**src/pkg/occsc_pkg.sv**
```systemverilog
// Constants for the channel six output control block.
// Assumes a 32-bit AHB-Lite register bus and one 125 MHz clock.
package occsc_pkg;
  // Register indices and byte addresses, four bytes per index
  localparam logic [7:0] CTL_INDEX = 8'h29;
  localparam logic [7:0] DIV_INDEX = 8'h2A;
  localparam logic [9:0] CTL_ADDR = {CTL_INDEX, 2'b00};
  localparam logic [9:0] DIV_ADDR = {DIV_INDEX, 2'b00};
  localparam int ADDR_BITS = 10;
  // Control register fields
  localparam int SRC_HI = 7;
  localparam int SRC_LO = 6;
  localparam int FMT_HI = 5;
  localparam int FMT_LO = 4;
  localparam int MODE1_HI = 3;
  localparam int MODE1_LO = 2;
  localparam int MODE2_HI = 1;
  localparam int MODE2_LO = 0;
  // Reset values
  localparam logic [1:0] SRC_RESET = 2'h0;
  localparam logic [1:0] FMT_RESET = 2'h1;
  localparam logic [1:0] MODE1_RESET = 2'h2;
  localparam logic [1:0] MODE2_RESET = 2'h0;
  localparam logic [7:0] CTL_RESET = {SRC_RESET, FMT_RESET, MODE1_RESET, MODE2_RESET};
  localparam logic [7:0] DIV_RESET = 8'h05;
  // Source select codes
  localparam logic [1:0] SRC_PLL1 = 2'h0;
  localparam logic [1:0] SRC_PLL2 = 2'h1;
  localparam logic [1:0] SRC_REF_PRI = 2'h2;
  localparam logic [1:0] SRC_REF_SEC = 2'h3;
  // Driver format codes
  localparam logic [1:0] FMT_OFF = 2'h0;
  localparam logic [1:0] FMT_AC_DIFF = 2'h1;
  localparam logic [1:0] FMT_HCSL = 2'h2;
  localparam logic [1:0] FMT_CMOS = 2'h3;
  // Single-ended pin mode codes
  localparam logic [1:0] PIN_TRISTATE = 2'h0;
  localparam logic [1:0] PIN_LOW = 2'h1;
  localparam logic [1:0] PIN_INVERT = 2'h2;
  localparam logic [1:0] PIN_TRUE = 2'h3;
  // HCSL load codes
  localparam logic [1:0] LOAD_TRISTATE = 2'h0;
  // AHB constants, synchroniser depth and source count
  localparam logic [1:0] HTRANS_NONSEQ = 2'h2;
  localparam logic HRESP_OKAY = 1'b0;
  localparam int SYNC_STAGES = 2;
  localparam int SOURCE_COUNT = 4;
endpackage

```
**src/design/occsc_divider.sv**
```systemverilog
// Edge-counting output divider, ratio is ratio_m1 plus one; a ratio_m1 of zero holds div_out high.
// Assumes src_rise is a one-cycle pulse per source rising edge.
`timescale 1ns/1ns
`default_nettype none
module occsc_divider (
  // Clock and reset
  input wire logic hclk,
  input wire logic hresetn,
  // Source and setting
  input wire logic src_rise,
  input wire logic [7:0] ratio_m1,
  // Divided level
  output logic div_out
);
  logic [7:0] count;
  logic [7:0] next_count;
  logic next_div_out;

  always_comb begin
    next_count = count;
    // Clamp keeps a lowered ratio from running the counter to 255
    if (src_rise) begin
      if (count >= ratio_m1) begin
        next_count = 8'h00;
      end else begin
        next_count = count + 8'h01;
      end
    end
    next_div_out = (next_count <= (ratio_m1 >> 1));
  end

  always_ff @(posedge hclk or negedge hresetn) begin
    if (!hresetn) begin
      count <= 8'h00;
      div_out <= 1'b0;
    end else begin
      count <= next_count;
      div_out <= next_div_out;
    end
  end
endmodule // occsc_divider
`default_nettype wire

```
**src/design/occsc_sync.sv**
```systemverilog
// Two-flop synchroniser for a vector of independent levels.
// Assumes each bit is a slow level or a clock well below hclk / 2.
`timescale 1ns/1ns
`default_nettype none
module occsc_sync #(
  parameter int WIDTH = 1
) (
  // Clock and reset
  input wire logic hclk,
  input wire logic hresetn,
  // Levels
  input wire logic [WIDTH-1:0] async_in,
  output logic [WIDTH-1:0] sync_out
);
  logic [WIDTH-1:0] stage_one;

  // First stage is read only by the second
  always_ff @(posedge hclk or negedge hresetn) begin
    if (!hresetn) begin
      stage_one <= '0;
      sync_out <= '0;
    end else begin
      stage_one <= async_in;
      sync_out <= stage_one;
    end
  end
endmodule // occsc_sync
`default_nettype wire

```
**src/design/occsc_top.sv**
```systemverilog
// Channel six output control: registers, source mux, divider, driver decode.
// Assumes one AHB-Lite master and clock sources from outside the hclk domain.
`timescale 1ns/1ns
`default_nettype none
module occsc_top (
  // Clock and reset
  input wire logic hclk,
  input wire logic hresetn,
  // AHB-Lite slave
  input wire logic hsel,
  input wire logic [31:0] haddr,
  input wire logic [1:0] htrans,
  input wire logic hwrite,
  input wire logic [2:0] hsize,
  input wire logic [31:0] hwdata,
  input wire logic hready,
  output logic [31:0] hrdata,
  output logic hreadyout,
  output logic hresp,
  // Clock sources, asynchronous to hclk
  input wire logic pll1_clk,
  input wire logic pll2_clk,
  input wire logic ref_pri_clk,
  input wire logic ref_sec_clk,
  // Output pins
  output logic out_p,
  output logic out_p_oe,
  output logic out_n,
  output logic out_n_oe,
  // Driver settings for the analog stage
  output logic [1:0] driver_format,
  output logic [1:0] tail_current_sel,
  output logic [1:0] hcsl_load_sel
);
  logic [7:0] channel_six_output_control;
  logic [7:0] channel_six_output_divider;
  logic [7:0] next_control;
  logic [7:0] next_divider;
  logic wr_pend;
  logic next_wr_pend;
  logic [9:0] addr_q;
  logic [9:0] next_addr_q;
  logic [31:0] next_hrdata;
  logic take;
  logic [1:0] source_select;
  logic [1:0] driver_mode_first;
  logic [1:0] driver_mode_second;
  logic [3:0] src_sync;
  logic src_level;
  logic src_prev;
  logic src_rise;
  logic div_level;
  logic chan_clk;
  logic next_out_p;
  logic next_out_p_oe;
  logic next_out_n;
  logic next_out_n_oe;

  // Zero wait states, always OKAY
  assign hreadyout = 1'b1;
  assign hresp = occsc_pkg::HRESP_OKAY;
  assign take = hsel && hready && (htrans == occsc_pkg::HTRANS_NONSEQ);

  // Register file: address phase captured, write done in data phase
  always_comb begin
    next_control = channel_six_output_control;
    next_divider = channel_six_output_divider;
    if (wr_pend && addr_q == occsc_pkg::CTL_ADDR) begin
      next_control = hwdata[7:0];
    end
    if (wr_pend && addr_q == occsc_pkg::DIV_ADDR) begin
      next_divider = hwdata[7:0];
    end
    next_wr_pend = take && hwrite;
    next_addr_q = take ? haddr[occsc_pkg::ADDR_BITS-1:0] : addr_q;
    // Read data from next values so a read right after a write sees it
    next_hrdata = hrdata;
    if (take && !hwrite) begin
      if (haddr[31:occsc_pkg::ADDR_BITS] != '0) begin
        next_hrdata = 32'h00000000;
      end else if (haddr[9:0] == occsc_pkg::CTL_ADDR) begin
        next_hrdata = {24'h000000, next_control};
      end else if (haddr[9:0] == occsc_pkg::DIV_ADDR) begin
        next_hrdata = {24'h000000, next_divider};
      end else begin
        next_hrdata = 32'h00000000;
      end
    end
    if (take && haddr[31:occsc_pkg::ADDR_BITS] != '0) begin
      next_wr_pend = 1'b0;
    end
  end

  always_ff @(posedge hclk or negedge hresetn) begin
    if (!hresetn) begin
      channel_six_output_control <= occsc_pkg::CTL_RESET;
      channel_six_output_divider <= occsc_pkg::DIV_RESET;
      wr_pend <= 1'b0;
      addr_q <= '0;
      hrdata <= 32'h00000000;
    end else begin
      channel_six_output_control <= next_control;
      channel_six_output_divider <= next_divider;
      wr_pend <= next_wr_pend;
      addr_q <= next_addr_q;
      hrdata <= next_hrdata;
    end
  end

  assign source_select = channel_six_output_control[occsc_pkg::SRC_HI:occsc_pkg::SRC_LO];
  assign driver_format = channel_six_output_control[occsc_pkg::FMT_HI:occsc_pkg::FMT_LO];
  assign driver_mode_first = channel_six_output_control[occsc_pkg::MODE1_HI:occsc_pkg::MODE1_LO];
  assign driver_mode_second = channel_six_output_control[occsc_pkg::MODE2_HI:occsc_pkg::MODE2_LO];

  // Sources enter through two flops before anything looks at them
  occsc_sync #(
    .WIDTH(occsc_pkg::SOURCE_COUNT)
  ) u_sync (
    .hclk(hclk),
    .hresetn(hresetn),
    .async_in({ref_sec_clk, ref_pri_clk, pll2_clk, pll1_clk}),
    .sync_out(src_sync)
  );

  // Source mux; switching is not glitch free
  always_comb begin
    case (source_select)
      occsc_pkg::SRC_PLL1: src_level = src_sync[0];
      occsc_pkg::SRC_PLL2: src_level = src_sync[1];
      occsc_pkg::SRC_REF_PRI: src_level = src_sync[2];
      occsc_pkg::SRC_REF_SEC: src_level = src_sync[3];
      default: src_level = 1'b0;
    endcase
  end

  always_ff @(posedge hclk or negedge hresetn) begin
    if (!hresetn) begin
      src_prev <= 1'b0;
    end else begin
      src_prev <= src_level;
    end
  end
  assign src_rise = src_level && !src_prev;

  occsc_divider u_div (
    .hclk(hclk),
    .hresetn(hresetn),
    .src_rise(src_rise),
    .ratio_m1(channel_six_output_divider),
    .div_out(div_level)
  );

  // Ratio one passes the source straight; references always bypass
  always_comb begin
    if (source_select[1] || channel_six_output_divider == 8'h00) begin
      chan_clk = src_prev;
    end else begin
      chan_clk = div_level;
    end
  end

  // Single-ended pin behaviour shared by both pins
  function automatic logic [1:0] pin_drive(input logic [1:0] mode, input logic clk);
    case (mode)
      occsc_pkg::PIN_TRISTATE: pin_drive = 2'b00;
      occsc_pkg::PIN_LOW: pin_drive = 2'b10;
      occsc_pkg::PIN_INVERT: pin_drive = {1'b1, ~clk};
      occsc_pkg::PIN_TRUE: pin_drive = {1'b1, clk};
      default: pin_drive = 2'b00;
    endcase
  endfunction

  // Driver decode
  always_comb begin
    next_out_p = 1'b0;
    next_out_p_oe = 1'b0;
    next_out_n = 1'b0;
    next_out_n_oe = 1'b0;
    case (driver_format)
      occsc_pkg::FMT_OFF: begin
        next_out_p_oe = 1'b0;
      end
      occsc_pkg::FMT_AC_DIFF: begin
        next_out_p = chan_clk;
        next_out_p_oe = 1'b1;
        next_out_n = ~chan_clk;
        next_out_n_oe = 1'b1;
      end
      occsc_pkg::FMT_HCSL: begin
        // Tristate load code releases both legs
        next_out_p = chan_clk;
        next_out_n = ~chan_clk;
        next_out_p_oe = (driver_mode_second != occsc_pkg::LOAD_TRISTATE);
        next_out_n_oe = (driver_mode_second != occsc_pkg::LOAD_TRISTATE);
      end
      occsc_pkg::FMT_CMOS: begin
        {next_out_p_oe, next_out_p} = pin_drive(driver_mode_first, chan_clk);
        {next_out_n_oe, next_out_n} = pin_drive(driver_mode_second, chan_clk);
      end
      default: begin
        next_out_p_oe = 1'b0;
      end
    endcase
  end

  always_ff @(posedge hclk or negedge hresetn) begin
    if (!hresetn) begin
      out_p <= 1'b0;
      out_p_oe <= 1'b0;
      out_n <= 1'b0;
      out_n_oe <= 1'b0;
    end else begin
      out_p <= next_out_p;
      out_p_oe <= next_out_p_oe;
      out_n <= next_out_n;
      out_n_oe <= next_out_n_oe;
    end
  end

  // Analog settings only meaningful in the matching format
  assign tail_current_sel = (driver_format == occsc_pkg::FMT_CMOS) ? 2'h0 : driver_mode_first;
  assign hcsl_load_sel = (driver_format == occsc_pkg::FMT_HCSL) ? driver_mode_second : 2'h0;
endmodule // occsc_top
`default_nettype wire

```
**config.mk**
```make
export PLATFORM = sky130hd
export DESIGN_NAME = occsc_top
export DESIGN_NICKNAME = d
export VERILOG_FILES = /design/src/pkg/occsc_pkg.sv /design/src/design/occsc_divider.sv /design/src/design/occsc_sync.sv /design/src/design/occsc_top.sv
export SDC_FILE = /design/constraint.sdc
export NUM_CORES = 1
export LEC_CHECK = 0
export ABC_AREA = 0
export BUFFER_PORTS_ARGS = -buffer_cell sky130_fd_sc_hd__buf_4
export CAP_MARGIN = 0
export CORE_ASPECT_RATIO = 0.75
export CORE_MARGIN = 10
export CORE_UTILIZATION = 53
export DETAILED_ROUTE_END_ITERATION = 6
export HOLD_SLACK_MARGIN = 0.12
export PLACE_DENSITY = 0.83
export SETUP_SLACK_MARGIN = 0.4
export SLEW_MARGIN = 5
export SYNTH_ARGS = -nofsm -noshare
export SYNTH_HDL_FRONTEND = slang
export SYNTH_SLANG_ARGS = --single-unit
```
**constraint.sdc**
```tcl
create_clock -name hclk -period 7.3 [get_ports hclk]
set_clock_uncertainty 0.15 [all_clocks]
set_input_delay 0.73 -clock hclk [delete_from_list [all_inputs] [get_ports hclk]]
set_output_delay 0.73 -clock hclk [all_outputs]
set_load 0.01 [all_outputs]
```
Yosys cells after proc, flatten, opt, wreduce, memory -nomap -nowiden
Cells that the tools add are included.

Flip-flop bits (word level): 81. Bits in latches: 0. Memory bits (writable): 0. ROM bits: 0. Bits of input ports: 78. Output and inout port bits: 44. Word-level logic and storage cells: 72. Memories kept: 0.

Add/sub/neg operators: 1. Multipliers: 0. Divide/modulo/power cells: 0. Magnitude comparators: 2. Equality and inequality tests: 17. Shift-type cells: 0. Muxes and demuxes: 18. Bitwise operators: 1. Reductions and logical operators: 19.

Operator list (count): $mux W8 (7); $eq A10 B8 Y1 const B (4); $reduce_bool A22 Y1 (1); $eq A2 B2 Y1 const B (9); $pmux W2 S4 (2); $add A8 B1 Y8 const B (1); $eq A2 B1 Y1 const B (4); $ge A8 B8 Y1 (1); $le A8 B7 Y1 (1); $logic_and A1 B1 Y1 (8); $logic_not A2 Y1 (4); $logic_not A8 Y1 (1); $pmux W1 S4 (2); $mux W2 (2); $pmux W1 S2 (2); $pmux W1 S3 (1); $logic_not A1 Y1 (2); $mux W1 (2); $reduce_bool A2 Y1 (1); $reduce_or A2 Y1 (1); $logic_or A1 B1 Y1 (1); $not A1 Y1 (1).

Longest topological paths before layout
Gate-level depths: netlist of the first run.

Depth after elaboration: 6. Mapped depth: 13. Depth with buffers taken out: 13.

By module
A second synthesis of the first run with hierarchy kept.

Cell total of the unflattened synthesis: 272. Area total of the unflattened synthesis: 3166.8 µm².

Modules (own cells, without submodules): occsc_top (instances 1, cells each 183, area each 2203.4 µm², sequential area each 1006.0 µm²); occsc_divider (instances 1, cells each 81, area each 763.2 µm², sequential area each 225.2 µm²); occsc_sync (instances 1, cells each 8, area each 200.2 µm², sequential area each 200.2 µm²).

Least setup slack after synthesis of the first run
Ideal clock, no wire load.

Path type: register -> register. Start: register channel_six_output_divider[0]. End: register u_div.div_out. Setup time: 0.078 ns. Arrival time: 2.612 ns. Data required time: 7.072 ns. Setup slack: 4.460 ns. Cell stages (with the launch flop): 12. Clock period less this slack: 2.840 ns. Path through: dfstp_2 ha_1 nand2b_1 a2111oi_0 o31ai_2 nor2_2 a22o_1 ha_1 a21o_1 a21oi_1 a21oi_1 a21oi_1.

Word-level cells in the longest chain between the ends: 4.

Ends and longest elaborated chain: start, declared (line occsc_top.sv:36) `logic [7:0] channel_six_output_divider;`; start signal, assigned (line occsc_top.sv:97) `channel_six_output_divider <= occsc_pkg::DIV_RESET;`; start signal, assigned (line occsc_top.sv:103) `channel_six_output_divider <= next_divider;`; $ge A8 B8 Y1 (line occsc_divider.sv:23) `if (count >= ratio_m1) begin`; $mux W8 (line occsc_divider.sv:23); $mux W8 (line occsc_divider.sv:22) `if (src_rise) begin`; named net u_div.next_count[5] (line occsc_divider.sv:16) `logic [7:0] next_count;`; $le A8 B7 Y1 (line occsc_divider.sv:29) `next_div_out = (next_count <= (ratio_m1 >> 1));`; named net u_div.next_div_out (line occsc_divider.sv:17) `logic next_div_out;`; end signal, assigned (line occsc_divider.sv:38) `div_out <= next_div_out;`; end, declared (line occsc_divider.sv:13) `output logic div_out`.

The timed path passes the listed nets, and every way through them passes these cells. A chain may end at the register's enable or synchronous reset.

Worst setup path in the final report of the first run
Same ends and word-level chain as after synthesis.

==> metrics, run 1 <==
Worst Path Buf+Inv 0; fmax 299 MHz; Yosys Warn Count 0; leakage 1.89 nW; sequential area share after synthesis 44.8%; ys flop type dfrtp_1; Power Total 0.770 mW; Peak VDD IR 140 uV; Clock Pin Slew Worst Setup and Hold Paths 70 ps; first-pass GRT wire length 12400 um; Placed Cells 421; Post-Syn Area 3200 um^2; post-cts repair resize count 0; number of synthesized flops with an enable pin 0; drt first pass iters 4; critical path class flip-flop to flip-flop; Detail Route Antenna Nets 0; Crit. path cell count 11; Yosys reg bits 57; routability cong. 0.883; DR WL/cell 17.3 um; Initial Util 54.9%; share of cells above drive strength 1 37.3%; pwr dens 198 nW/um^2; I/O Pins 122; CP required 7420 ps; FF-to-FF path depth 11; number of max-cap violations 0; drc violations 0; CP arrival 3460 ps; H-tree depth 3; Post-Syn Instances 282; DR iter-0 viols 138; crit share post-route 45.8%; final wirelength 7540 um; Mapped Avg Cell Area 11.3 um^2; Async SR Flop Fraction 100%; largest net degree at the start of global routing 58; Area after DPL 3660 um^2; crit path launch type flip-flop; minimum clock period 3340 ps; final instance area 3890 um^2; Detailed Place HPWL 5900 um; number of I/O port buffers 68; RSZ-0062 raised after global routing false; slowest cell on the critical path dfstp_2; Critical Path Sink Type flip-flop; Max Root-Sink Buffers 2; crit path cell chain ha_1 > nand2b_1 > a2111oi_0 > o31ai_2 > nor2_2 > a22o_1 > ha_1 > a21o_1 > a21oi_1 > nand3b_1 > a21oi_1; # nets final 451; Netlist cell types 52; Core Footprint 5830 um^2; initial antenna violation count 0; TritonCTS clock tree built; area grow syn2layout 21.6%; Final Core Density 66.7%; status finished clean; Slew @ Worst Pin 703 ps; Std-Cell Rows 24; Clk Latency, worst-skew pair 340 ps; root buffer cell clkbuf_8; Post-CTS Setup Inserts 0; hold depth 0; die height 87.3 um; final hold violation count 0; CTS buffer count 9; setup_tns 0 ps; worst min-delay path category flip-flop to flip-flop; Slew Limit Fails 0; Worst slew margin 53.1%; routed via count 2328; commonest non-fill, non-tap cell in the layout buf_4; n_diodes 0; Die Area 9570 um^2; drt via density 5.33; vias in the first global route 2471; crit-path leading delay family compound AO/OA/AOI/OAI gates; commonest cells after routing, fill and taps aside buf_4, dfrtp_1, nand2_1, conb_1, mux2_2; Max FO, Critical Path 9; final setup vio count 0; die width 110 um; non-filler cells in the finished layout 437; total grt overflow 0; slowest stage delay, CP 560 ps; # clock sinks 57; CTS Hold Buffers Added 0; gr usage total 16.6%
## metal layers
metal / up-vias / GRT usage [%] / share of wire [%]
met5: - / 0 / 0
met4: 0 / 4.72 / 0.98
met3: 8 / 7.69 / 11
met2: 103 / 26.4 / 46
met1: 1113 / 19.7 / 42
li1: 1104 / - / -
## worst paths after layout
| kind | start | end | slack (ps) |
|---|---|---|---|
| worst min-delay path | u_sync.stage_one[2]$_DFF_PN0_ | u_sync.sync_out[2]$_DFF_PN0_ | 200 |
| min in group asynchronous | hresetn | out_p_oe$_DFF_PN0_ | 290 |
| worst max-delay path | channel_six_output_divider[0]$_DFF_PN1_ | u_div.div_out$_DFF_PN0_ | 3960 |
| max in group asynchronous | hresetn | u_div.count[4]$_DFF_PN0_ | 6250 |
| worst max register to register | channel_six_output_divider[0]$_DFF_PN1_ | u_div.div_out$_DFF_PN0_ | 3960 |
| worst min register to register | u_sync.stage_one[2]$_DFF_PN0_ | u_sync.sync_out[2]$_DFF_PN0_ | 200 |
## Yosys cell counts (2+ instances only)
cell	count	share of area (%)
mux2_4	2	0.94
a22o_1	4	1.1
nand2b_1	2	0.39
nor2_1	12	1.4
buf_4	28	6.6
o21ai_0	9	1.4
inv_1	12	1.4
nand4_1	4	0.78
a31oi_1	2	0.39
nor2b_1	6	1.2
nor4_1	4	0.78
nor4_2	3	1.2
mux2_2	25	8.8
nand2_1	28	3.3
or2b_2	2	0.55
dfstp_2	4	3.3
nor3_1	4	0.63
nor4_4	3	2.0
conb_1	2	0.23
a22oi_1	8	1.9
ha_1	19	7.4
and2_1	2	0.39
a21oi_1	9	1.4
o21a_1	4	0.94
nand3_1	3	0.47
a21o_1	2	0.47
nor4b_2	2	0.94
dfrtp_1	53	41
## logic make-up (layout without fill, tap and decap cells)
family,count (synthesis),in the layout,share of synthesized area (%)
other cells,2,26,0.235
buf+inv,43,96,8.77
fa+ha+maj,19,19,7.44
flops,57,57,44.8
mux,28,28,10.5
simple gates,88,88,18.8
compound gates,45,45,9.51
## cell type report
cell class	count	area, um^2
clock inverters	7	103
well taps	78	97.6
repair buffers	68	510
fillers	452	1940
inverters	12	45.0
flip-flops and latches	57	1430
multi-input cells	206	1580
clock buffers	9	124
## per-stage QoR
| step | hold slack [ps] | setup slack [ps] |
|---|---|---|
| global route | 208 | 3710 |
| CTS | 203 | 3970 |
| detailed placement | 186 | 3990 |
| global placement | 183 | 4020 |
| floorplan | 181 | 4460 |
| finish | 199 | 3960 |
## sequential cells by signal, summed over array words and instances (netlist names)
register,count
u_div.count,8
u_div.div_out,1
src_prev,1
out_n,1
hrdata,8
out_p,1
wr_pend,1
channel_six_output_control,8
out_p_oe,1
u_sync.stage_one,4
channel_six_output_divider,8
out_n_oe,1
u_sync.sync_out,4
addr_q,10
## power breakdown
group          leakage (nW)  internal, mW  switching (mW)
Combinational          1.06        0.0447          0.0392
Clock                 0.110         0.195           0.139
Sequential            0.717         0.336          0.0163
Total                  1.89         0.576           0.194
Note: power is estimated with default switching activity, not from simulation.
==> run 2, diff against run 1 <==
--- a/config.mk
+++ b/config.mk
@@ -5,15 +5,15 @@
 export SDC_FILE = /design/constraint.sdc
 export NUM_CORES = 1
 export LEC_CHECK = 0
-export ABC_AREA = 0
+export ABC_AREA = 1
 export BUFFER_PORTS_ARGS = -buffer_cell sky130_fd_sc_hd__buf_4
 export CAP_MARGIN = 0
 export CORE_ASPECT_RATIO = 0.75
 export CORE_MARGIN = 10
-export CORE_UTILIZATION = 53
+export CORE_UTILIZATION = 45
 export DETAILED_ROUTE_END_ITERATION = 6
 export HOLD_SLACK_MARGIN = 0.12
-export PLACE_DENSITY = 0.83
+export PLACE_DENSITY = 0.74
 export SETUP_SLACK_MARGIN = 0.4
 export SLEW_MARGIN = 5
 export SYNTH_ARGS = -nofsm -noshare
==> constraint.sdc (replaced) <==
create_clock -name hclk -period 2.9 [get_ports hclk]
set_clock_uncertainty 0.15 [all_clocks]
set_input_delay 0.29 -clock hclk [delete_from_list [all_inputs] [get_ports hclk]]
set_output_delay 0.29 -clock hclk [all_outputs]
set_load 0.01 [all_outputs]
==> run 2 against run 1 <==
Against the previous run:
- synthesized cell count is 56% higher
- via count is 28% higher
- sequential share of layout area is 4.3 points lower
- critical path type unchanged
- sequential power grew to 2.8 times the previous value
- largest cell class unchanged
- critical endpoint unchanged
- largest power group unchanged
- highest routed layer unchanged
==> metrics, run 2 <==
routability cong. 0.834; n_diodes 0; fill cell count 642; Worst slew margin 52.7%; routed via count 2982; Die Area 11300 um^2; vias in the first global route 3105; RSZ-0062 raised after global routing true; Yosys reg bits 57; top post-synthesis cells by area dfrtp_1, nand2_1, ha_1, inv_1, buf_4; minimum clock period 2560 ps; Storage cell area 1430 um^2; number of synthesized flops with an enable pin 0; area of the multi-input gates 1620 um^2; number of max-cap violations 0; Commonest cells post-synth nand2_1, inv_1, dfrtp_1; commonest cells after routing, fill and taps aside nand2_1, buf_4, inv_1, dfrtp_1, nor2_1; final worst slack 335 ps; Post-Syn Area 3350 um^2; pwr dens 588 nW/um^2; Core Footprint 7300 um^2; I/O Pins 122; ys flop type dfrtp_1; Final Core Density 60.4%; drc violations 0; Peak VDD IR 240 uV; CTS buffer count 9; DR iter-0 viols 157; Std-Cell Rows 27; area grow syn2layout 31.6%; Setup crit start channel_six_output_divider[0]$_DFF_PN1_; Clock Pin Slew Worst Setup and Hold Paths 70 ps; crit path launch type flip-flop; Clk Latency, worst-skew pair 340 ps; CP endpoint u_div.div_out$_DFF_PN0_; max FFs per register 10; FF-to-FF path depth 18; R2R setup slack 340 ps; Top reg by flops addr_q; Slew @ Worst Pin 710 ps; drt via density 4.64; share of cells above drive strength 1 23.1%; Async SR Flop Fraction 100%; final setup vio count 0; Max FO, Critical Path 3; Post-Syn Instances 439; Power Total 2.59 mW; gr usage total 15.4%; sequential area share after synthesis 42.8%; die width 120 um; Detailed Place HPWL 6330 um; Synth top area share 39.6%; final hold violation count 0; Critical Path Sink Type flip-flop; DR WL/cell 13.1 um; Initial Util 45.9%; Worst R2R End u_div.div_out$_DFF_PN0_; Yosys Warn Count 0; Netlist cell types 30; drt first pass iters 4; fmax 390 MHz; total grt overflow 0; # clock sinks 57; root buffer cell clkbuf_8; H-tree depth 3; r2r startpoint channel_six_output_divider[0]$_DFF_PN1_; first-pass GRT wire length 14200 um; CP required 3020 ps; Slew Limit Fails 0; # nets final 633; number of I/O port buffers 68; critical path class flip-flop to flip-flop; top-count cell post-synth nand2_1; leakage 2.44 nW; setup_tns 0 ps; CP arrival 2690 ps; die height 94.7 um; final wirelength 8390 um; commonest non-fill, non-tap cell in the layout nand2_1; crit share post-route 88.4%; Max Root-Sink Buffers 2; largest net degree at the start of global routing 58; Mapped Avg Cell Area 7.63 um^2; Place WS 236 ps; worst min-delay path category primary input to flip-flop; Detail Route Antenna Nets 0; status finished clean; post-synth top area cell dfrtp_1; TritonCTS clock tree built; initial antenna violation count 0
[run 2: final cells by class]
class                   count  share of cell area (%)
clock buffers               9                    2.81
clock inverters             7                    2.70
inverters                  59                    5.03
multi-input cells         314                    36.7
flip-flops and latches     57                    32.5
well taps                 101                    2.87
repair buffers             95                    17.4
[run 2: power by group]
group	total (mW)	internal, mW	leakage (nW)	switching [mW]
Combinational	0.714	0.312	1.63	0.402
Sequential	0.969	0.894	0.699	0.0747
Clock	0.909	0.570	0.115	0.339
Total	2.59	1.78	2.44	0.816
[run 2: kinds of logic after synthesis]
group                      after synthesis  synth area share [%]
and+or+nand+nor                        239                  30.7
buffers and inverters                   92                  13.8
DFF                                     57                  42.8
AOI/OAI and AO/OA                       28                  4.93
adders and majority gates               19                  7.10
xor gates and xnor gates                 2                 0.523
other                                    2                 0.224
[run 2: worst min-delay path by stage]
stage / startpoint / end / slack (ps) / depth (start not counted)
finish: hwdata[1] / channel_six_output_divider[1]$_DFF_PN0_ / 130 / 3
global route: hwdata[3] / channel_six_output_divider[3]$_DFF_PN0_ / 140 / 3
CTS: hwdata[1] / channel_six_output_divider[1]$_DFF_PN0_ / 120 / 3
detailed placement: u_sync.stage_one[2]$_DFF_PN0_ / u_sync.sync_out[2]$_DFF_PN0_ / 180 / 0
global placement: u_sync.stage_one[0]$_DFF_PN0_ / u_sync.sync_out[0]$_DFF_PN0_ / 180 / 0
floorplan: hresetn / addr_q[0]$_DFFE_PN0P_ / -160 / 0
[run 2: timing repair]
action | 4_1_cts | 5_1_grt
setup buffers | 4 | 0
pin swaps | 10 | 11
hold endpoints to repair | 73 | 0
endpoints found under the setup margin | 1 | 1
resized for setup | 11 | 10
hold buffers | 21 | 0
[run 2: layer usage]
| layer | vias to the layer above | GRT usage (%) | routed length [um] |
|---|---|---|---|
| met5 | - | 0 | 0 |
| met4 | 0 | 2.91 | 51 |
| met3 | 6 | 7.39 | 769 |
| met2 | 95 | 24.5 | 3910 |
| met1 | 1373 | 18.9 | 3670 |
| li1 | 1508 | - | - |
[run 2: through the flow]
stage	hold slack, ps	instances	instance area (um^2)
2_1_floorplan	-156	463	3440
3_3_place_gp	184	601	3850
3_5_place_dp	185	601	3850
4_1_cts	121	642	4360
5_1_grt	143	642	4410
6_report	126	642	4410
[run 2: critical path, cell delays in order (launching register included)]
cell and delay, ps:
dfstp_2 570, ha_4 210, inv_2 50, nand2_2 50, nand2_1 50, nand2_1 50, nand2_1 70, nand2_2 60
nand2_2 80, nand2_2 60, nand2_2 80, inv_2 50, nor2_1 180, ha_1 290, a21oi_1 170, nand2_1 80
nand2_1 80, a21oi_2 50, nor2_1 110
==> run 3, diff against run 2 <==
--- a/config.mk
+++ b/config.mk
@@ -10,12 +10,13 @@
 export CAP_MARGIN = 0
 export CORE_ASPECT_RATIO = 0.75
 export CORE_MARGIN = 10
-export CORE_UTILIZATION = 45
+export CORE_UTILIZATION = 46
 export DETAILED_ROUTE_END_ITERATION = 6
 export HOLD_SLACK_MARGIN = 0.12
 export PLACE_DENSITY = 0.74
-export SETUP_SLACK_MARGIN = 0.4
+export SETUP_SLACK_MARGIN = 0.3
 export SLEW_MARGIN = 5
 export SYNTH_ARGS = -nofsm -noshare
 export SYNTH_HDL_FRONTEND = slang
+export SYNTH_HIERARCHICAL = 1
 export SYNTH_SLANG_ARGS = --single-unit
==> run 3 against run 2 <==
Against the previous run:
- synthesized area grew 4.6%
- core utilization grew 0.53 points
- via count grew 1.4%
- critical path depth shrank 1
- largest cell class unchanged
- largest power group unchanged
- power shrank 14%
- synthesized cell count grew 1.1%
- setup slack lost 5.4 ps
- worst hold slack gained 22 ps
==> metrics, run 3 <==
leakage 2.47 nW; CTS buffer count 9; slowest cell on the critical path dfrtp_1; CP required 2980 ps; Slew @ Worst Pin 718 ps; final setup vio count 0; Async SR Flop Fraction 100%; CP arrival 2650 ps; number of synthesized flops with an enable pin 0; Std-Cell Rows 27; Die Area 11500 um^2; drt via density 4.66; Detailed Place HPWL 6560 um; top-count cell post-synth nand2_1; area grow syn2layout 28.1%; final hold violation count 0; die width 121 um; Clock Pin Slew Worst Setup and Hold Paths 70 ps; slowest stage delay, CP 400 ps; sequential area share after synthesis 40.9%; Max FO, Critical Path 4; worst min-delay path category primary input to flip-flop; gr usage total 15.6%; final worst slack 330 ps; Peak VDD IR 228 uV; Setup crit start channel_six_output_control[6]$_DFF_PN0_; Commonest cells post-synth nand2_1, inv_1, dfrtp_1; pwr dens 495 nW/um^2; H-tree depth 3; root buffer cell clkbuf_8; number of max-cap violations 0; Critical Path Sink Type flip-flop; die height 95.6 um; Worst slew margin 52.1%; setup_tns 0 ps; Initial Util 47.6%; RSZ-0062 raised after global routing true; I/O Pins 122; Detail Route Antenna Nets 0; final wirelength 8490 um; first-pass GRT wire length 14300 um; critical path class flip-flop to flip-flop; initial antenna violation count 0; Core Footprint 7360 um^2; number of I/O port buffers 68; commonest cells after routing, fill and taps aside nand2_1, buf_4, inv_1, dfrtp_1, nand3_1; largest net degree at the start of global routing 58; DR iter-0 viols 228; routed via count 3023; Synth top area share 37.9%; ys flop type dfrtp_1; Netlist cell types 36; fmax 389 MHz; r2r startpoint channel_six_output_control[6]$_DFF_PN0_; minimum clock period 2570 ps; status finished clean; drc violations 0; Clk Latency, worst-skew pair 340 ps; Top reg by flops addr_q; DR WL/cell 13.1 um; share of cells above drive strength 1 24.5%; Place WS 169 ps; commonest non-fill, non-tap cell in the layout nand2_1; drt first pass iters 5; Post-Syn Area 3500 um^2; total grt overflow 0; n_diodes 0; crit path launch type flip-flop; # clock sinks 57; Mapped Avg Cell Area 7.89 um^2; Max Root-Sink Buffers 2; Worst Path Buf+Inv 2; routability cong. 0.891; max FFs per register 10; Yosys reg bits 57; CP most frequent cell nand2_2; TritonCTS clock tree built; top post-synthesis cells by area dfrtp_1, nand2_1, ha_1, inv_1, buf_4; post-synth top area cell dfrtp_1; # nets final 640; crit path cell chain inv_1 > o21ai_1 > a21oi_1 > buf_4 > nand2_2 > nor2_4 > nand3_2 > xor2_1 > nor2_1 > ha_1 > nand2_2 > nor2_4 > nand2_2 > nand3_1 > nand2_1 > a21boi_2 > a21oi_2; vias in the first global route 3093; Hold Crit Start hwdata[5]; crit-path leading delay family simple AND/OR/NAND/NOR gates; Post-Syn Instances 444; Slew Limit Fails 0; crit share post-route 88.6%; Yosys Warn Count 6
[run 3: changes by cell type after synthesis, sizes merged, moves of 2 or more]
cell / delta
nand3: +15
nand3b: -2
and2: +7
a21oi: +2
inv: +10
nand4: -4
nand2: -22
xor2: +2
[run 3: worst min-delay path, cell delays in order]
cell,delay [ps]
buf_4,80
inv_1,40
nand3_1,80
and2_1,120
[run 3: worst paths after layout]
check	to	slack [ps]	cells after the start
worst min-delay path	channel_six_output_divider[5]$_DFF_PN0_	150	4
worst max register to register	u_div/div_out$_DFF_PN0_	330	17
min in group asynchronous	addr_q[6]$_DFFE_PN0P_	380	2
worst min register to register	u_sync/sync_out[1]$_DFF_PN0_	200	0
worst max-delay path	u_div/div_out$_DFF_PN0_	330	17
max in group asynchronous	src_prev$_DFF_PN0_	1730	2
[run 3: power by group]
part | total, mW | switching (mW) | leakage (nW) | internal, mW
clock | 0.858 | 0.327 | 0.109 | 0.531
sequential | 0.904 | 0.0470 | 0.737 | 0.857
combinational | 0.457 | 0.256 | 1.62 | 0.201
total | 2.22 | 0.630 | 2.47 | 1.59
[run 3: cell families after synthesis]
logic type      after synthesis  share of synthesized area [%]
flops                        57                           40.9
xor+xnor                      5                           1.25
compound gates               28                           4.61
buf+inv                     100                           14.2
simple gates                233                           32.1
fa+ha+maj                    19                           6.79
other cells                   2                          0.214
[run 3: metal layers]
layer  wire (um)  global-route usage [%]  up-vias
met5           0                       0        -
met4          74                    4.61        0
met3         816                    6.85        7
met2        3880                    25.0      109
met1        3710                    18.6     1380
li1            -                       -     1527
[run 3: timing repair]
| action | 4_1_cts | 5_1_grt |
|---|---|---|
| setup buffers | 1 | 6 |
| endpoints found under the setup margin | 1 | 1 |
| hold endpoints to repair | 68 | 0 |
| hold buffers | 17 | 0 |
| pin swaps | 3 | 11 |
| gates cloned | 0 | 0 |
| gates resized for setup | 3 | 8 |
[run 3: area by class of cell]
| cell class | instances | area [um^2] |
|---|---|---|
| Multi-Input combinational cell | 311 | 1680 |
| Sequential cell | 57 | 1430 |
| Tap cell | 101 | 126 |
| Clock buffer | 12 | 155 |
| Timing Repair Buffer | 95 | 756 |
| Fill cell | 683 | 2880 |
| Clock inverter | 4 | 75.1 |
| Inverter | 69 | 259 |
[run 3: per-stage QoR]
stage,cell area [um^2],hold WS [ps],power (mW),cells,utilization (%)
6_report,4490,149,2.22,649,60.9
5_1_grt,4490,165,2.35,649,60.9
4_1_cts,4430,136,2.22,643,60.1
3_5_place_dp,4010,185,1.33,609,54.5
3_3_place_gp,4010,188,1.31,609,54.5
2_1_floorplan,3590,-156,1.22,468,-
